[config.mk]
export PLATFORM = sky130hd
export DESIGN_NAME = nvw_ctrl
export DESIGN_NICKNAME = d
export VERILOG_FILES = /design/src/nvw_pkg.sv /design/src/nvw_unlock.sv /design/src/nvw_timer.sv /design/src/nvw_ctrl.sv
export VERILOG_INCLUDE_DIRS = /design/src
export SDC_FILE = /design/constraint.sdc
export NUM_CORES = 1
export LEC_CHECK = 0
export ABC_AREA = 1
export BUFFER_PORTS_ARGS = -buffer_cell sky130_fd_sc_hd__buf_4
export CAP_MARGIN = 25
export CORE_MARGIN = 2
export CORE_UTILIZATION = 32
export CTS_CLUSTER_SIZE = 28
export DETAILED_ROUTE_END_ITERATION = 8
export GPL_TIMING_DRIVEN = 1
export RECOVER_POWER = 100
export SLEW_MARGIN = 5
export SYNTH_ARGS = -nofsm -noshare
export SYNTH_HDL_FRONTEND = slang
export SYNTH_HIERARCHICAL = 1
export SYNTH_SLANG_ARGS = --single-unit
[constraint.sdc]
create_clock -name clk_sys -period 3 [get_ports clk_sys]
set_input_delay 0.3 -clock clk_sys [delete_from_list [all_inputs] [get_ports clk_sys]]
set_output_delay 0.3 -clock clk_sys [all_outputs]
set_load 0.01 [all_outputs]
[src/nvw_map.svh]
// register offsets, field positions, unlock keys and timing counts of the nvm write controller
`ifndef NVW_MAP_SVH
`define NVW_MAP_SVH

// printed offsets are not all multiples of four: they are indexes, byte address = 4 * index
`define NVW_IDX_IRQ_FLAGS2 9'h00d
`define NVW_IDX_IRQ_EN2 9'h08d
`define NVW_IDX_DATA_LO 9'h10c
`define NVW_IDX_ADDR_LO 9'h10d
`define NVW_IDX_DATA_HI 9'h10e
`define NVW_IDX_ADDR_HI 9'h10f
`define NVW_IDX_CTRL1 9'h18c
`define NVW_IDX_UNLOCK 9'h18d
`define NVW_IDX_PROT 9'h18e

// control register fields
`define NVW_CTRL_PGM_SEL 7
`define NVW_CTRL_WERR 3
`define NVW_CTRL_WEN 2
`define NVW_CTRL_WSTART 1
`define NVW_CTRL_RSTART 0
// irq flag / enable position
`define NVW_IRQ_DONE_BIT 4
// protection register fields
`define NVW_PROT_DATA 0
`define NVW_PROT_PGM 1
`define NVW_PROT_REG_LO 2

`define NVW_UNLOCK_KEY1 8'h55
`define NVW_UNLOCK_KEY2 8'haa
`define NVW_BLOCK_WORDS 4

`define NVW_CLK_HZ 50000000
`define NVW_PWRT_MS 72
`define NVW_PWRT_CYC ((`NVW_CLK_HZ / 1000) * `NVW_PWRT_MS)
`define NVW_EE_WRITE_CYC 200
`define NVW_PGM_WRITE_CYC 400

`endif

[src/nvw_pkg.sv]
// types shared by the nvm write controller files
package nvw_pkg;
	typedef enum logic [1:0] {NVW_IDLE, NVW_EE_BUSY, NVW_PGM_BUSY} nvw_state_t;
	typedef enum logic [1:0] {NVW_UL_NONE, NVW_UL_KEY1, NVW_UL_ARMED} nvw_unlock_t;
	typedef struct packed {
		logic pgm;
		logic [12:0] addr;
		logic [13:0] data;
	} nvw_wreq_t;
	typedef struct packed {
		logic valid;
		logic write;
		logic [8:0] idx;
		logic [7:0] wdata;
	} nvw_acc_t;
endpackage

[src/nvw_unlock.sv]
// unlock sequence tracker: 55h then aah on the unlock port, then the start bit
`timescale 1ns/100ps
`default_nettype none
`include "nvw_map.svh"
module nvw_unlock
	import nvw_pkg::*;
(
	input wire logic clk_sys,
	input wire logic rst_n,
	input wire logic acc_valid,
	input wire logic acc_unlock,
	input wire logic [7:0] acc_wdata,
	input wire logic consume,
	output logic armed
);
	nvw_unlock_t st_reg;
	nvw_unlock_t st_next;
	wire logic key1_hit = acc_valid && acc_unlock && acc_wdata == `NVW_UNLOCK_KEY1;
	wire logic key2_hit = acc_valid && acc_unlock && acc_wdata == `NVW_UNLOCK_KEY2;

	// any other write breaks the sequence [RQ3]
	always_comb begin
		st_next = st_reg;
		if (consume) begin
			st_next = NVW_UL_NONE;
		end else if (acc_valid) begin
			case (st_reg)
				NVW_UL_NONE: st_next = key1_hit ? NVW_UL_KEY1 : NVW_UL_NONE;
				NVW_UL_KEY1: st_next = key2_hit ? NVW_UL_ARMED : (key1_hit ? NVW_UL_KEY1 : NVW_UL_NONE);
				default: st_next = NVW_UL_NONE;
			endcase
		end
	end

	always_ff @(posedge clk_sys or negedge rst_n) begin
		if (!rst_n) begin
			st_reg <= NVW_UL_NONE;
		end else begin
			st_reg <= st_next;
		end
	end

	assign armed = st_reg == NVW_UL_ARMED;
endmodule
`default_nettype wire

[src/nvw_timer.sv]
// down counter: loads a cycle count, reports done for one cycle at zero
`timescale 1ns/100ps
`default_nettype none
module nvw_timer #(
	parameter int W = 24
) (
	input wire logic clk_sys,
	input wire logic rst_n,
	input wire logic load,
	input wire logic [W-1:0] count,
	output logic busy,
	output logic done
);
	logic [W-1:0] cnt_reg;
	always_ff @(posedge clk_sys or negedge rst_n) begin
		if (!rst_n) begin
			cnt_reg <= '0;
			done <= 1'b0;
		end else begin
			done <= cnt_reg == W'(1) && !load;
			if (load) begin
				cnt_reg <= count;
			end else if (cnt_reg != '0) begin
				cnt_reg <= cnt_reg - W'(1);
			end
		end
	end
	assign busy = cnt_reg != '0;
endmodule
`default_nettype wire

[src/nvw_ctrl.sv]
// nvm self-write controller with ahb-lite register slave
//
// Contract
// RQ1 - power-up clears write enable; no self-write until software sets it again
// RQ2 - data eeprom writes are blocked while the power-up timer runs
// RQ3 - writes start only with write enable set and unlock sequence completed
// RQ4 - software writes 55h then aah to unlock port, then sets start bit
// RQ5 - software disables global interrupts around the unlock sequence
// RQ6 - program write halts the core; next two instruction slots do not execute
// RQ7 - core is released when program write ends; resumes at third instruction
// RQ8 - flash programs in four-word blocks starting at address with low bits 00
// RQ9 - software increments low address per word; block ends after low bits 11
// RQ10 - program word is data high as upper part, data low as lower byte
// RQ11 - memory select set targets program flash; clear targets data eeprom
// RQ12 - unlock port has no storage; it only accepts the sequence writes
// RQ13 - protected data eeprom still reads and writes normally from the core
// RQ14 - protected data eeprom refuses external access and external program writes
// RQ15 - protected program memory inhibits self-writes to selected regions, external access
// RQ16 - on completion clear start bit, set done flag, interrupt when enabled
// RQ17 - write aborted by reset sets write error flag, readable after reset
//
// Chosen here: the AHB-Lite register port.
`timescale 1ns/100ps
`default_nettype none
`include "nvw_map.svh"
module nvw_ctrl
	import nvw_pkg::*;
#(
	parameter int PWRT_CYC = `NVW_PWRT_CYC,
	parameter int EE_CYC = `NVW_EE_WRITE_CYC,
	parameter int PGM_CYC = `NVW_PGM_WRITE_CYC
) (
	input wire logic clk_sys,
	input wire logic rst_n,
	input wire logic por_n,
	input wire logic hsel,
	input wire logic [31:0] haddr,
	input wire logic [1:0] htrans,
	input wire logic hwrite,
	input wire logic [2:0] hsize,
	input wire logic [31:0] hwdata,
	input wire logic hready,
	output logic hreadyout,
	output logic hresp,
	output logic [31:0] hrdata,
	input wire logic ext_req,
	input wire logic ext_write,
	input wire logic ext_pgm,
	output logic ext_grant,
	output logic core_stall,
	output logic irq_done,
	output logic nvm_wr_valid,
	output nvw_wreq_t nvm_wr
);
	// ************************************************
	// bus address phase capture
	// ************************************************
	nvw_acc_t acc_reg;
	wire logic ap_take = hsel && hready && htrans[1] && haddr[1:0] == 2'b00;
	wire logic [8:0] ap_idx = haddr[10:2];
	wire logic dp_wr = acc_reg.valid && acc_reg.write;
	wire logic [7:0] wb = hwdata[7:0];

	function automatic logic hit(input logic [8:0] idx, input logic [8:0] reg_idx);
		hit = idx == reg_idx;
	endfunction

	wire logic wr_dlo = dp_wr && hit(acc_reg.idx, `NVW_IDX_DATA_LO);
	wire logic wr_alo = dp_wr && hit(acc_reg.idx, `NVW_IDX_ADDR_LO);
	wire logic wr_dhi = dp_wr && hit(acc_reg.idx, `NVW_IDX_DATA_HI);
	wire logic wr_ahi = dp_wr && hit(acc_reg.idx, `NVW_IDX_ADDR_HI);
	wire logic wr_ctl = dp_wr && hit(acc_reg.idx, `NVW_IDX_CTRL1);
	wire logic wr_ulk = dp_wr && hit(acc_reg.idx, `NVW_IDX_UNLOCK);
	wire logic wr_flg = dp_wr && hit(acc_reg.idx, `NVW_IDX_IRQ_FLAGS2);
	wire logic wr_ien = dp_wr && hit(acc_reg.idx, `NVW_IDX_IRQ_EN2);
	wire logic wr_prt = dp_wr && hit(acc_reg.idx, `NVW_IDX_PROT);

	// ************************************************
	// registers
	// ************************************************
	logic [7:0] data_lo_reg;
	logic [7:0] addr_lo_reg;
	logic [5:0] data_hi_reg;
	logic [4:0] addr_hi_reg;
	logic pgm_sel_reg;
	logic wen_reg;
	logic wstart_reg;
	logic werr_reg;
	logic done_flag_reg;
	logic done_ien_reg;
	logic [3:0] prot_reg;
	logic wip_reg;
	nvw_state_t state_reg;
	nvw_state_t state_next;
	logic [1:0] blk_cnt_reg;

	// ************************************************
	// unlock tracker and write timers
	// ************************************************
	logic armed;
	logic start_req;
	nvw_unlock #() u_unlock (
		.clk_sys(clk_sys),
		.rst_n(rst_n),
		.acc_valid(dp_wr),
		.acc_unlock(wr_ulk),
		.acc_wdata(wb),
		.consume(start_req),
		.armed(armed)
	);

	logic pwrt_busy;
	nvw_timer #(.W(32)) u_pwrt (
		.clk_sys(clk_sys),
		.rst_n(por_n),
		.load(1'b0),
		.count('0),
		.busy(),
		.done()
	);
	// power-up timer: counter from power-on reset release, stops at PWRT_CYC
	logic [31:0] pwrt_cnt_reg;
	always_ff @(posedge clk_sys or negedge por_n) begin
		if (!por_n) begin
			pwrt_cnt_reg <= '0;
		end else if (pwrt_busy) begin
			pwrt_cnt_reg <= pwrt_cnt_reg + 32'h1;
		end
	end
	assign pwrt_busy = pwrt_cnt_reg < 32'(PWRT_CYC);

	logic wt_load;
	logic wt_busy;
	logic wt_done;
	nvw_timer #(.W(16)) u_wtimer (
		.clk_sys(clk_sys),
		.rst_n(rst_n),
		.load(wt_load),
		.count(pgm_sel_reg ? 16'(PGM_CYC) : 16'(EE_CYC)),
		.busy(wt_busy),
		.done(wt_done)
	);

	// ************************************************
	// start decision
	// ************************************************
	wire logic [12:0] full_addr = {addr_hi_reg, addr_lo_reg};
	wire logic [1:0] prot_region = prot_reg[`NVW_PROT_REG_LO +: 2];
	// region field: 00 none, 01 lowest sixteenth, 10 lower half, 11 everything
	wire logic region_blocked = prot_reg[`NVW_PROT_PGM] && (
		prot_region == 2'b11 ||
		(prot_region == 2'b10 && !full_addr[12]) ||
		(prot_region == 2'b01 && full_addr[12:9] == 4'h0)); // [RQ15]
	// program words go in order inside an aligned block; a stray start is refused [RQ8]
	wire logic blk_misaligned = addr_lo_reg[1:0] != blk_cnt_reg;
	wire logic start_set = wr_ctl && wb[`NVW_CTRL_WSTART];
	assign start_req = start_set && state_reg == NVW_IDLE;
	wire logic start_ok = start_req && wen_reg && armed // [RQ3]
		&& !(!pgm_sel_reg && pwrt_busy) // [RQ2]
		&& !(pgm_sel_reg && region_blocked) // [RQ11] [RQ15]
		&& !(pgm_sel_reg && blk_misaligned); // [RQ8]
	// last word of a four-word block: low address bits 11 [RQ8]
	wire logic blk_last = addr_lo_reg[1:0] == 2'(`NVW_BLOCK_WORDS - 1);

	always_comb begin
		state_next = state_reg;
		wt_load = 1'b0;
		case (state_reg)
			NVW_IDLE: begin
				if (start_ok) begin
					state_next = pgm_sel_reg ? NVW_PGM_BUSY : NVW_EE_BUSY;
					wt_load = 1'b1;
				end
			end
			NVW_EE_BUSY: begin
				if (wt_done) begin
					state_next = NVW_IDLE;
				end
			end
			NVW_PGM_BUSY: begin
				if (wt_done) begin
					state_next = NVW_IDLE;
				end
			end
			default: state_next = NVW_IDLE;
		endcase
	end

	always_ff @(posedge clk_sys or negedge rst_n) begin
		if (!rst_n) begin
			state_reg <= NVW_IDLE;
		end else begin
			state_reg <= state_next;
		end
	end

	// ************************************************
	// software registers
	// ************************************************
	wire logic done_evt = state_reg != NVW_IDLE && wt_done;

	always_ff @(posedge clk_sys or negedge por_n) begin
		if (!por_n) begin
			data_lo_reg <= 8'h00;
			addr_lo_reg <= 8'h00;
			data_hi_reg <= 6'h00;
			addr_hi_reg <= 5'h00;
			prot_reg <= 4'h0;
		end else begin
			// address and data freeze while busy, so block position cannot slip
			if (wr_dlo && state_reg == NVW_IDLE) begin
				data_lo_reg <= wb;
			end
			if (wr_alo && state_reg == NVW_IDLE) begin
				addr_lo_reg <= wb;
			end
			if (wr_dhi && state_reg == NVW_IDLE) begin
				data_hi_reg <= wb[5:0];
			end
			if (wr_ahi && state_reg == NVW_IDLE) begin
				addr_hi_reg <= wb[4:0];
			end
			// protection may change at any time; it gates the next start and the external grant
			if (wr_prt) begin
				prot_reg <= wb[3:0];
			end
		end
	end

	// write-in-progress survives a warm reset to flag the abort
	always_ff @(posedge clk_sys or negedge por_n) begin
		if (!por_n) begin
			wip_reg <= 1'b0;
			werr_reg <= 1'b0;
		end else begin
			wip_reg <= state_next != NVW_IDLE;
			if (wip_reg && !rst_n) begin
				werr_reg <= 1'b1; // [RQ17]
			end else if (wr_ctl && !wb[`NVW_CTRL_WERR]) begin
				werr_reg <= 1'b0;
			end
		end
	end

	always_ff @(posedge clk_sys or negedge rst_n) begin
		if (!rst_n) begin
			pgm_sel_reg <= 1'b0;
			wen_reg <= 1'b0; // [RQ1]
			wstart_reg <= 1'b0;
			done_flag_reg <= 1'b0;
			done_ien_reg <= 1'b0;
			blk_cnt_reg <= 2'b00;
		end else begin
			if (wr_ctl && state_reg == NVW_IDLE) begin
				pgm_sel_reg <= wb[`NVW_CTRL_PGM_SEL]; // [RQ11]
				wen_reg <= wb[`NVW_CTRL_WEN];
			end
			if (done_evt) begin
				wstart_reg <= 1'b0; // [RQ16]
			end else if (start_ok) begin
				wstart_reg <= 1'b1;
			end
			// set wins over a software clear in the same cycle
			if (done_evt) begin
				done_flag_reg <= 1'b1; // [RQ16]
			end else if (wr_flg) begin
				done_flag_reg <= wb[`NVW_IRQ_DONE_BIT];
			end
			if (wr_ien) begin
				done_ien_reg <= wb[`NVW_IRQ_DONE_BIT];
			end
			if (done_evt && state_reg == NVW_PGM_BUSY) begin
				blk_cnt_reg <= blk_last ? 2'b00 : blk_cnt_reg + 2'b01; // [RQ9]
			end
		end
	end

	// ************************************************
	// memory write request, core stall, external port
	// ************************************************
	always_ff @(posedge clk_sys or negedge rst_n) begin
		if (!rst_n) begin
			nvm_wr_valid <= 1'b0;
			nvm_wr <= '0;
			core_stall <= 1'b0;
			irq_done <= 1'b0;
			ext_grant <= 1'b0;
		end else begin
			nvm_wr_valid <= start_ok;
			if (start_ok) begin
				nvm_wr.pgm <= pgm_sel_reg;
				nvm_wr.addr <= full_addr;
				nvm_wr.data <= {data_hi_reg, data_lo_reg}; // [RQ10]
			end
			// stall from start through completion; the two next slots are lost [RQ6] [RQ7]
			core_stall <= (start_ok && pgm_sel_reg) || (state_reg == NVW_PGM_BUSY && !wt_done);
			irq_done <= (done_flag_reg || done_evt) && done_ien_reg; // [RQ16]
			// internal data eeprom access is never gated by protection [RQ13]
			ext_grant <= ext_req && !prot_reg[`NVW_PROT_PGM]
				&& !(prot_reg[`NVW_PROT_DATA] && (!ext_pgm || ext_write)); // [RQ14] [RQ15]
		end
	end

	// ************************************************
	// bus data phase
	// ************************************************
	wire logic [7:0] ctl_rd = {pgm_sel_reg, 3'b000, werr_reg, wen_reg, wstart_reg, 1'b0};
	wire logic [7:0] rd_sel =
		hit(ap_idx, `NVW_IDX_DATA_LO) ? data_lo_reg :
		hit(ap_idx, `NVW_IDX_ADDR_LO) ? addr_lo_reg :
		hit(ap_idx, `NVW_IDX_DATA_HI) ? {2'b00, data_hi_reg} :
		hit(ap_idx, `NVW_IDX_ADDR_HI) ? {3'b000, addr_hi_reg} :
		hit(ap_idx, `NVW_IDX_CTRL1) ? ctl_rd :
		hit(ap_idx, `NVW_IDX_IRQ_FLAGS2) ? {3'b000, done_flag_reg, 4'h0} :
		hit(ap_idx, `NVW_IDX_IRQ_EN2) ? {3'b000, done_ien_reg, 4'h0} :
		hit(ap_idx, `NVW_IDX_PROT) ? {4'h0, prot_reg} :
		8'h00; // unlock port reads zero: no storage [RQ12]

	always_ff @(posedge clk_sys or negedge rst_n) begin
		if (!rst_n) begin
			acc_reg <= '0;
			hrdata <= 32'h0000_0000;
		end else begin
			if (hready) begin
				acc_reg.valid <= ap_take;
				acc_reg.write <= hwrite;
				acc_reg.idx <= ap_idx;
				acc_reg.wdata <= 8'h00;
				hrdata <= (ap_take && !hwrite) ? {24'h000000, rd_sel} : 32'h0000_0000;
			end
		end
	end

	always_ff @(posedge clk_sys or negedge rst_n) begin
		if (!rst_n) begin
			hreadyout <= 1'b1;
			hresp <= 1'b0;
		end else begin
			hreadyout <= 1'b1;
			hresp <= 1'b0;
		end
	end
endmodule
`default_nettype wire

==> impl_metrics.tcl, run 1 <==
set metrics [dict create \
    status "complete, but fails checks" \
    violations "capacitance limit, slew limit" \
    cts_resized 0 \
    dieWidth_microns 153 \
    setup_viol 0 \
    cap_violations 2 \
    drv_slew 98 \
    grt_pass1_wl_mm 28.3 \
    r2r_end "nvm_wr[15]$_DFFE_PN0P_" \
    nNetsFinal 1037 \
    io-pin-count 144 \
    fmaxAchievable_mhz 410 \
    synthCells 872 \
    grt_usage 0.153 \
    synth_cell_types 41 \
    avgViaCountPerCell 4.42 \
    fin_util 0.377 \
    drive_above_1_share 0.0890 \
    crit_chain "nand3_1 > a21oi_1 > nor2_4 > nand3_1 > nand3_4 > buf_4 > clkinvlp_2 > nand2_1 > nand2_1" \
    netlist_area_sq_um 7120 \
    clk_latency_ns 0.44 \
    crit_family "simple AND/OR/NAND/NOR gates" \
    cp.depth 9 \
    grt_pass1_vias 5508 \
    ys.warnings.count 6 \
    grt_overflow 0 \
    rsz0062_at_grt "false" \
    worstSetupEndpoint "nvm_wr[15]$_DFFE_PN0P_" \
    largest_reg_flops 32 \
    io_buffers 68 \
    routabilityCongestion 0.867 \
    relSlewSlack -0.145 \
    dp_slack_ns 0.778 \
    design_area_sq_um 8220 \
    vdd_ir_drop_max_mv 0.328 \
    synth_top_cell_area_share 0.506 \
    clock-root-buffer "clkbuf_16" \
    cts_buffers 17 \
    fin_cells 1246 \
    die_y_microns 153 \
    crit_fanout 16 \
    required_ns 3.31 \
    worstSetupEndpointType "flip-flop" \
    tightest_slew_ns 1.72 \
    vias 5510 \
    timing.final.hold_violations 0 \
    timing_worst_setup_path_type "flip-flop to flip-flop" \
    place_area_sq_um 7850 \
    synth_area_leaders "dfrtp_1 51%, nand2_1 13%, inv_1 5.7%, nor2_1 4.1%, nand3_1 3.4%" \
    power_density_nw_per_um2 515 \
    avgSynthCellArea_sq_um 8.16 \
    critPathBufInv 2 \
    startpoint "pwrt_cnt_reg[16]$_DFFE_PN0N_" \
    placedCellCount 1212 \
    num_antenna_cells 0 \
    ys_seq_area_frac 0.506 \
    clk_path_buf_depth 2 \
    wirelength_mm 17.1 \
    slowest_delay_ns 0.55 \
    post_cts_buffers 0 \
    die_area_sq_um 23400 \
    leakage_nw 4.40 \
    rr_worst_depth 9 \
    layout_setup_ws_ns 0.559 \
    min_period_ns 2.44 \
    rrSetupSlack_ns 0.56 \
    drc 0 \
    critPathSlowestCell "clkinvlp_2" \
    antenna_left 0 \
    ys_seq_elements 144 \
    start_kind "flip-flop" \
    final_cell_mix "253 x nand2_1, 144 x dfrtp_1, 111 x inv_1, 81 x nor2_1, 65 x o21ai_0" \
    finalSetupTns_ns 0 \
    antenna_found_initial 1 \
    cts_sinks 144 \
    cts_tree "done" \
    grt_max_degree 66 \
    floorplan.initialDensity 0.326 \
    drt-pass1-iter-count 5 \
    cp.arrival_ns 2.75 \
    clk_pin_slew_ns 0.07 \
    r2r-start "pwrt_cnt_reg[16]$_DFFE_PN0N_" \
    hpwl_mm 12.7 \
    hp-class "input pin to flip-flop" \
    coreArea_sq_um 21800 \
    area_growth_pct 15.5 \
    htreeDepth 4 \
    rows 54 \
    cts_hold_buf 2 \
    yosys.area.top_type "dfrtp_1" \
    drtIter0Drc 263 \
    finalClockSkew_ns 0.0185 \
    n_fill_cell 2295 \
    wl_per_cell_microns 13.7 \
    final_common_cell "nand2_1" \
    fin_crit_sh 0.814 \
]
==> synthesized netlist by cell type <==
cell type and number:
a21o_1 1, a21oi_1 20, a21oi_2 2, a22o_1 1, buf_2 5, buf_4 26, buf_6 1, clkbuf_1 17
clkinv_1 1, clkinv_2 1, conb_1 2, dfrtp_1 144, ha_1 6, inv_1 109, inv_2 5, nand2_1 252
nand2_2 3, nand2_4 2, nand3_1 48, nand3_2 1, nand3_4 2, nand3b_1 2, nand4_1 7, nand4_2 2
nor2_1 77, nor2_2 4, nor2_4 5, nor2_8 3, nor3_1 11, nor3_2 3, nor3b_2 1, nor4_2 2
o211ai_1 5, o21a_1 1, o21ai_0 46, o21ai_1 21, o221ai_1 3, o22ai_1 4, or2_2 2, xnor2_1 7
xor2_1 17
==> power by group <==
group / internal (mW) / total [mW] / switching [mW]
clock: 1.12 / 2.10 / 0.985
combinational: 0.0431 / 0.159 / 0.116
sequential: 1.96 / 1.97 / 0.0130
==> through the flow <==
step	hold WS (ns)	total power, mW
3_3_place_gp	0.265	2.17
6_report	0.0785	4.23
4_1_cts	0.0604	4.29
5_1_grt	0.0685	4.42
2_1_floorplan	0.00441	2.10
3_5_place_dp	0.267	2.17
==> cell type report <==
type | count | area [sq um] | area share
Inverter | 116 | 437 | 0.0531
Multi-Input combinational cell | 599 | 2840 | 0.346
Clock inverter | 15 | 160 | 0.0195
Tap cell | 280 | 350 | 0.0426
Clock buffer | 17 | 425 | 0.0518
Timing Repair Buffer | 75 | 402 | 0.0489
Sequential cell | 144 | 3600 | 0.438
==> tightest hold or removal path: cells and delay by family <==
family	cells	cell delay, ns
buffers and inverters	1	0.08
and+or+nand+nor	2	0.09
==> logic make-up (layout without fill, tap and decap cells) <==
| family | count (synthesis) | in the layout | share of synthesized area |
|---|---|---|---|
| adders and majority gates | 6 | 6 | 0.0106 |
| and+or+nand+nor | 427 | 427 | 0.270 |
| buffers and inverters | 165 | 223 | 0.103 |
| xor gates and xnor gates | 24 | 24 | 0.0295 |
| other | 2 | 38 | 0.00106 |
| DFF | 144 | 144 | 0.506 |
| AOI/OAI and AO/OA | 104 | 104 | 0.0795 |
==> per-layer routing <==
metal	vias up	track usage	share of wire
li1	2823	-	-
met4	0	0.0489	0.016
met2	127	0.239	0.46
met5	-	0	0
met3	18	0.0391	0.053
met1	2542	0.208	0.47
==> worst min path at each step <==
stage | end | slack [ns] | startpoint | cells after the start
detailed placement | u_wtimer/cnt_reg[15]$_DFFE_PN0P_ | 0.27 | rst_n | 1
global placement | u_wtimer/cnt_reg[15]$_DFFE_PN0P_ | 0.26 | rst_n | 1
global route | acc_reg[10]$_DFFE_PN0P_ | 0.07 | haddr[4] | 3
CTS | acc_reg[10]$_DFFE_PN0P_ | 0.06 | haddr[4] | 3
finish | acc_reg[10]$_DFFE_PN0P_ | 0.08 | haddr[4] | 3
floorplan | acc_reg[10]$_DFFE_PN0P_ | 0.004 | rst_n | 0
(Power assumes the default switching activity.)
==> run 2, diff against run 1 <==
Clock period 3 ns to 2.1 ns, I/O delays scaled along.
==> run 2 against run 1 <==
Net effect:
- the run still ends with capacitance limit, slew limit left
- first-iteration DRC count grew 12%
- clock power grew 38%
- utilization grew 1.4 points
- hold slack lost 0.033 ns
- cell count grew 2.2%
- via count grew 2.2%
- largest power group unchanged
==> impl_metrics.tcl, run 2 (synthesis gave the netlist of run 1 again) <==
set metrics [dict create \
    drtIter0Drc 295 \
    r2r_end "u_wtimer/cnt_reg[9]$_DFFE_PN0P_" \
    rows 54 \
    slowest_delay_ns 0.39 \
    wl_met2_mm 7.99 \
    vias 5631 \
    routabilityCongestion 0.863 \
    finalClockSkew_ns 0.0122 \
    whs_endpoint "acc_reg[8]$_DFFE_PN0P_" \
    route.top_layer_used "met4" \
    rsz0062_at_grt "false" \
    r2r-start "acc_reg[13]$_DFFE_PN0P_" \
    crit_chain "nor2_2 > nand2_2 > nor2_4 > nand4_4 > nor2_4 > nand3_4 > inv_1 > inv_2 > or2_2 > nand2_1 > inv_1 > nand2_1 > inv_1" \
    clk_pin_slew_ns 0.07 \
    clk_path_buf_depth 2 \
    final_cell_mix "251 x nand2_1, 144 x dfrtp_1, 110 x inv_1, 75 x nor2_1, 58 x o21ai_0" \
    setup_viol 0 \
    finalSetupTns_ns 0 \
    required_ns 2.43 \
    num_antenna_cells 0 \
    htreeDepth 4 \
    rrSetupSlack_ns 0.21 \
    post_cts_buffers 0 \
    area_growth_pct 19.8 \
    grt_usage 0.156 \
    die_area_sq_um 23400 \
    antenna_left 0 \
    floorplan.initialDensity 0.326 \
    cpMostUsedCell "inv_1" \
    drc 0 \
    whs_path_depth 3 \
    clock-root-buffer "clkbuf_16" \
    violations "capacitance limit, slew limit" \
    timing.final.hold_violations 0 \
    cts_tree "done" \
    grt_overflow 0 \
    wl_met3_microns 775 \
    vdd_ir_drop_max_mv 0.573 \
    status "complete, but fails checks" \
    grt_pass1_wl_mm 28.9 \
    nNetsFinal 1064 \
    clk_latency_ns 0.44 \
    drv_slew 66 \
    worstSetupEndpointType "flip-flop" \
    hp-class "input pin to flip-flop" \
    cp.arrival_ns 2.23 \
    crit_fanout 6 \
    placedCellCount 1233 \
    wl_per_cell_microns 13.6 \
    dieWidth_microns 153 \
    antenna_found_initial 0 \
    avgViaCountPerCell 4.42 \
    hold_ws_ns 0.0453 \
    start_kind "flip-flop" \
    fin_crit_sh 0.901 \
    drt-met1-wl_mm 8.27 \
    coreArea_sq_um 21800 \
    rr_worst_depth 13 \
    relSlewSlack -0.104 \
    final_common_cell "nand2_1" \
    min_period_ns 1.89 \
    timing_worst_setup_path_type "flip-flop to flip-flop" \
    critPathSlowestCell "dfrtp_1" \
    io_buffers 68 \
    min_from "haddr[2]" \
    drt-pass1-iter-count 8 \
    drive_above_1_share 0.120 \
    grt_max_degree 66 \
    die_y_microns 153 \
    n_fill_cell 2265 \
    wirelength_mm 17.3 \
    fmaxAchievable_mhz 529 \
    tightest_slew_ns 1.66 \
    largest_reg_flops 32 \
    power_density_nw_per_um2 700 \
    io-pin-count 144 \
    cts_sinks 144 \
    cap_violations 1 \
    grt_pass1_vias 5662 \
    hpwl_mm 13.2 \
    cts_buffers 17 \
    leakage_nw 4.51 \
    fin_cells 1273 \
]
[run 2: cell count changes in the layout (fill, tap and decap cells not counted), moves of 4 or more]
cell and change:
nor2_1 -6, inv_8 -4, buf_4 +9, inv_6 +4
o21ai_1 +7, clkbuf_1 +4, clkbuf_2 +4, dlygate4sd3_1 +6
o21ai_0 -7
[run 2: final cells by class]
class                           count  area [sq um]  share of cell area
Clock buffer                       17           425              0.0499
Clock inverter                     15           138              0.0161
Inverter                          116           437              0.0512
Multi-Input combinational cell    599          2960               0.348
Sequential cell                   144          3600               0.423
Tap cell                          280           350              0.0411
Timing Repair Buffer              102           607              0.0712
[run 2: stage by stage]
step,area [sq um],setup slack (ns),utilization,power (mW)
2_1_floorplan,7250,0.0156,-,3.00
3_3_place_gp,8020,0.0553,0.368,3.11
3_5_place_dp,8020,0.0474,0.368,3.11
4_1_cts,8670,0.0246,0.397,6.06
5_1_grt,8520,0.00752,0.391,6.21
6_report,8520,0.209,0.391,5.97
[run 2: metal layers]
layer / GRT usage / vias up
li1: - / 2881
met1: 0.209 / 2620
met5: 0 / -
met4: 0.0560 / 0
met2: 0.247 / 108
met3: 0.0386 / 22
[run 2: report_power, final]
group          switching (mW)  internal (mW)
combinational           0.173         0.0700
sequential             0.0201           2.80
clock                    1.34           1.56
[run 2: how the worst max path moves through the flow]
stage	end	start	cells past startpoint	slack (ns)
global route	pwrt_cnt_reg[6]$_DFFE_PN0N_	por_n	2	0.008
floorplan	u_wtimer/cnt_reg[14]$_DFFE_PN0P_	state_reg[0]$_DFF_PN0_	13	0.02
finish	u_wtimer/cnt_reg[9]$_DFFE_PN0P_	acc_reg[13]$_DFFE_PN0P_	13	0.21
CTS	u_wtimer/cnt_reg[14]$_DFFE_PN0P_	pwrt_cnt_reg[28]$_DFFE_PN0N_	15	0.02
global placement	u_wtimer/cnt_reg[14]$_DFFE_PN0P_	pwrt_cnt_reg[28]$_DFFE_PN0N_	15	0.06
detailed placement	u_wtimer/cnt_reg[14]$_DFFE_PN0P_	pwrt_cnt_reg[28]$_DFFE_PN0N_	15	0.05
[run 2: what timing repair did]
action | in CTS | in global routing
endpoints found under the setup margin | 0 | 23
resized for setup | 0 | 14
hold buffers | 8 | 0
endpoints found under the hold margin | 109 | 0
[run 2: worst max-delay path: cells and delay by family (launching register included)]
kind	cells	cell delay [ns]
flops	1	0.39
buf+inv	4	0.22
simple gates	9	1.17
==> run 3, diff against run 2 <==
Settings changed: SETUP_SLACK_MARGIN set to 0.3.
==> run 3 against run 2 <==
Net effect:
- the flow still finishes with violations (capacitance limit, slew limit)
- maximum frequency is 1.0% higher
- register-to-register slack gained 0.02 ns
- critical path depth stayed put
- via count is 0.96% higher
- clock power rose by 4%
- count of clock-buffer cells in the layout unchanged
- die area did not move
- critical path type unchanged
- critical endpoint is now u_wtimer/cnt_reg[14]$_DFFE_PN0P_
==> impl_metrics.tcl, run 3 (synthesis gave the netlist of run 1 again) <==
set metrics [dict create \
    status "complete, but fails checks" \
    violations "capacitance limit, slew limit" \
    io_buffers 68 \
    clk_path_buf_depth 2 \
    cp.arrival_ns 2.19 \
    grt_pass1_vias 5488 \
    rrSetupSlack_ns 0.23 \
    ff_latch_area_sq_um 3600 \
    rsz0062_at_grt "true" \
    multiInputGateArea_sq_um 3010 \
    grt_usage 0.151 \
    worstSetupEndpointType "flip-flop" \
    coreArea_sq_um 21800 \
    drv_slew 66 \
    vdd_ir_drop_max_mv 0.454 \
    cap_violations 1 \
    rows 54 \
    crit_fanout 14 \
    timing_worst_setup_path_type "flip-flop to flip-flop" \
    finalClockSkew_ns 0.00898 \
    whs_path_depth 3 \
    io-pin-count 144 \
    min_period_ns 1.87 \
    drc 0 \
    largest_reg_flops 32 \
    fin_crit_sh 0.891 \
    n_fill_cell 2203 \
    antenna_found_initial 0 \
    hpwl_mm 12.8 \
    area_growth_pct 22.4 \
    final_cell_mix "246 x nand2_1, 144 x dfrtp_1, 107 x inv_1, 76 x nor2_1, 56 x o21ai_0" \
    leakage_nw 4.62 \
    wl_met3_microns 952 \
    relSlewSlack -0.0768 \
    fin_util 0.399 \
    die_area_sq_um 23400 \
    final_common_cell "nand2_1" \
    hp-class "input pin to flip-flop" \
    routabilityCongestion 0.852 \
    drt-pass1-iter-count 5 \
    floorplan.initialDensity 0.326 \
    design_area_sq_um 8710 \
    timing.final.hold_violations 0 \
    grt_overflow 0 \
    start_kind "flip-flop" \
    wirelength_mm 17.6 \
    route.top_layer_used "met4" \
    tightest_slew_ns 1.62 \
    rr_worst_depth 13 \
    grt_max_degree 66 \
    drive_above_1_share 0.142 \
    vias 5685 \
    antenna_left 0 \
    wl_per_cell_microns 13.7 \
    htreeDepth 4 \
    fmaxAchievable_mhz 534 \
    required_ns 2.42 \
    drtIter0Drc 289 \
    wl_met2_mm 8.43 \
    setup_viol 0 \
    dp_slack_ns -0.0282 \
    grt_pass1_wl_mm 27.9 \
    cts_tree "done" \
    power_density_nw_per_um2 700 \
    clock-root-buffer "clkbuf_16" \
    cts_buffers 17 \
    clk_pin_slew_ns 0.07 \
    nNetsFinal 1076 \
    place_area_sq_um 7970 \
    drt-met1-wl_mm 8.03 \
    clk_latency_ns 0.43 \
    dieWidth_microns 153 \
    layout_setup_ws_ns 0.228 \
    avgViaCountPerCell 4.42 \
    num_antenna_cells 0 \
    cts_sinks 144 \
    die_y_microns 153 \
]
## run 3: repair_timing
item,4_1_cts,5_1_grt
gates resized for setup,19,32
hold buffers,5,0
setup buffers,8,13
gates cloned,0,2
endpoints found under the setup margin,39,73
pin swaps,8,20
hold endpoints to repair,89,0
## run 3: layout make-up
| type | instances | area share |
|---|---|---|
| clock inverters | 15 | 0.0194 |
| multi-input cells | 600 | 0.345 |
| inverters | 116 | 0.0519 |
| clock buffers | 17 | 0.0488 |
| well taps | 280 | 0.0402 |
| repair buffers | 113 | 0.0806 |
| flip-flops and latches | 144 | 0.414 |
## run 3: path summary, 6_finish.rpt
check / from / end
setup / recovery: acc_reg[13]$_DFFE_PN0P_ / u_wtimer/cnt_reg[14]$_DFFE_PN0P_
hold / removal: haddr[8] / acc_reg[14]$_DFFE_PN0P_
setup reg to reg: acc_reg[13]$_DFFE_PN0P_ / u_wtimer/cnt_reg[14]$_DFFE_PN0P_
hold reg to reg: pwrt_cnt_reg[25]$_DFFE_PN0N_ / pwrt_cnt_reg[25]$_DFFE_PN0N_
max in group asynchronous: por_n / data_lo_reg[7]$_DFFE_PN0P_
min in group asynchronous: rst_n / u_wtimer/cnt_reg[13]$_DFFE_PN0P_
## run 3: per-stage QoR
stage,setup TNS (ns),hold slack (ns),power [mW],cells
global placement,-0.0413,0.141,3.11,1225
detailed placement,-0.178,0.141,3.11,1225
finish,0,0.0179,6.09,1285
floorplan,0,-0.0856,3.00,908
global route,0,0.0186,6.33,1285
CTS,0,0.00733,6.17,1270
## run 3: per-layer routing
metal / vias up / global-route usage
met4: 0 / 0.0375
met3: 13 / 0.0434
met5: - / 0
li1: 2911 / -
met2: 100 / 0.250
met1: 2661 / 0.196
## run 3: power breakdown
group / internal [mW] / leakage, nW / total [mW] / switching [mW]
clock network: 1.60 / 0.284 / 3.02 / 1.42
registers: 2.80 / 1.79 / 2.82 / 0.0188
logic: 0.0735 / 2.54 / 0.250 / 0.177
## run 3: worst max-delay path, cell delays in order, from the launching register on
cell and delay (ns):
dfrtp_1 0.38, nor2_1 0.14, nand2_1 0.14, nor2_4 0.13, nand4_4 0.10, nor2_4 0.18, nand3_4 0.14, inv_8 0.11
inv_8 0.06, or2_4 0.22, nand2_1 0.05, inv_1 0.04, nand2_1 0.05, inv_1 0.03
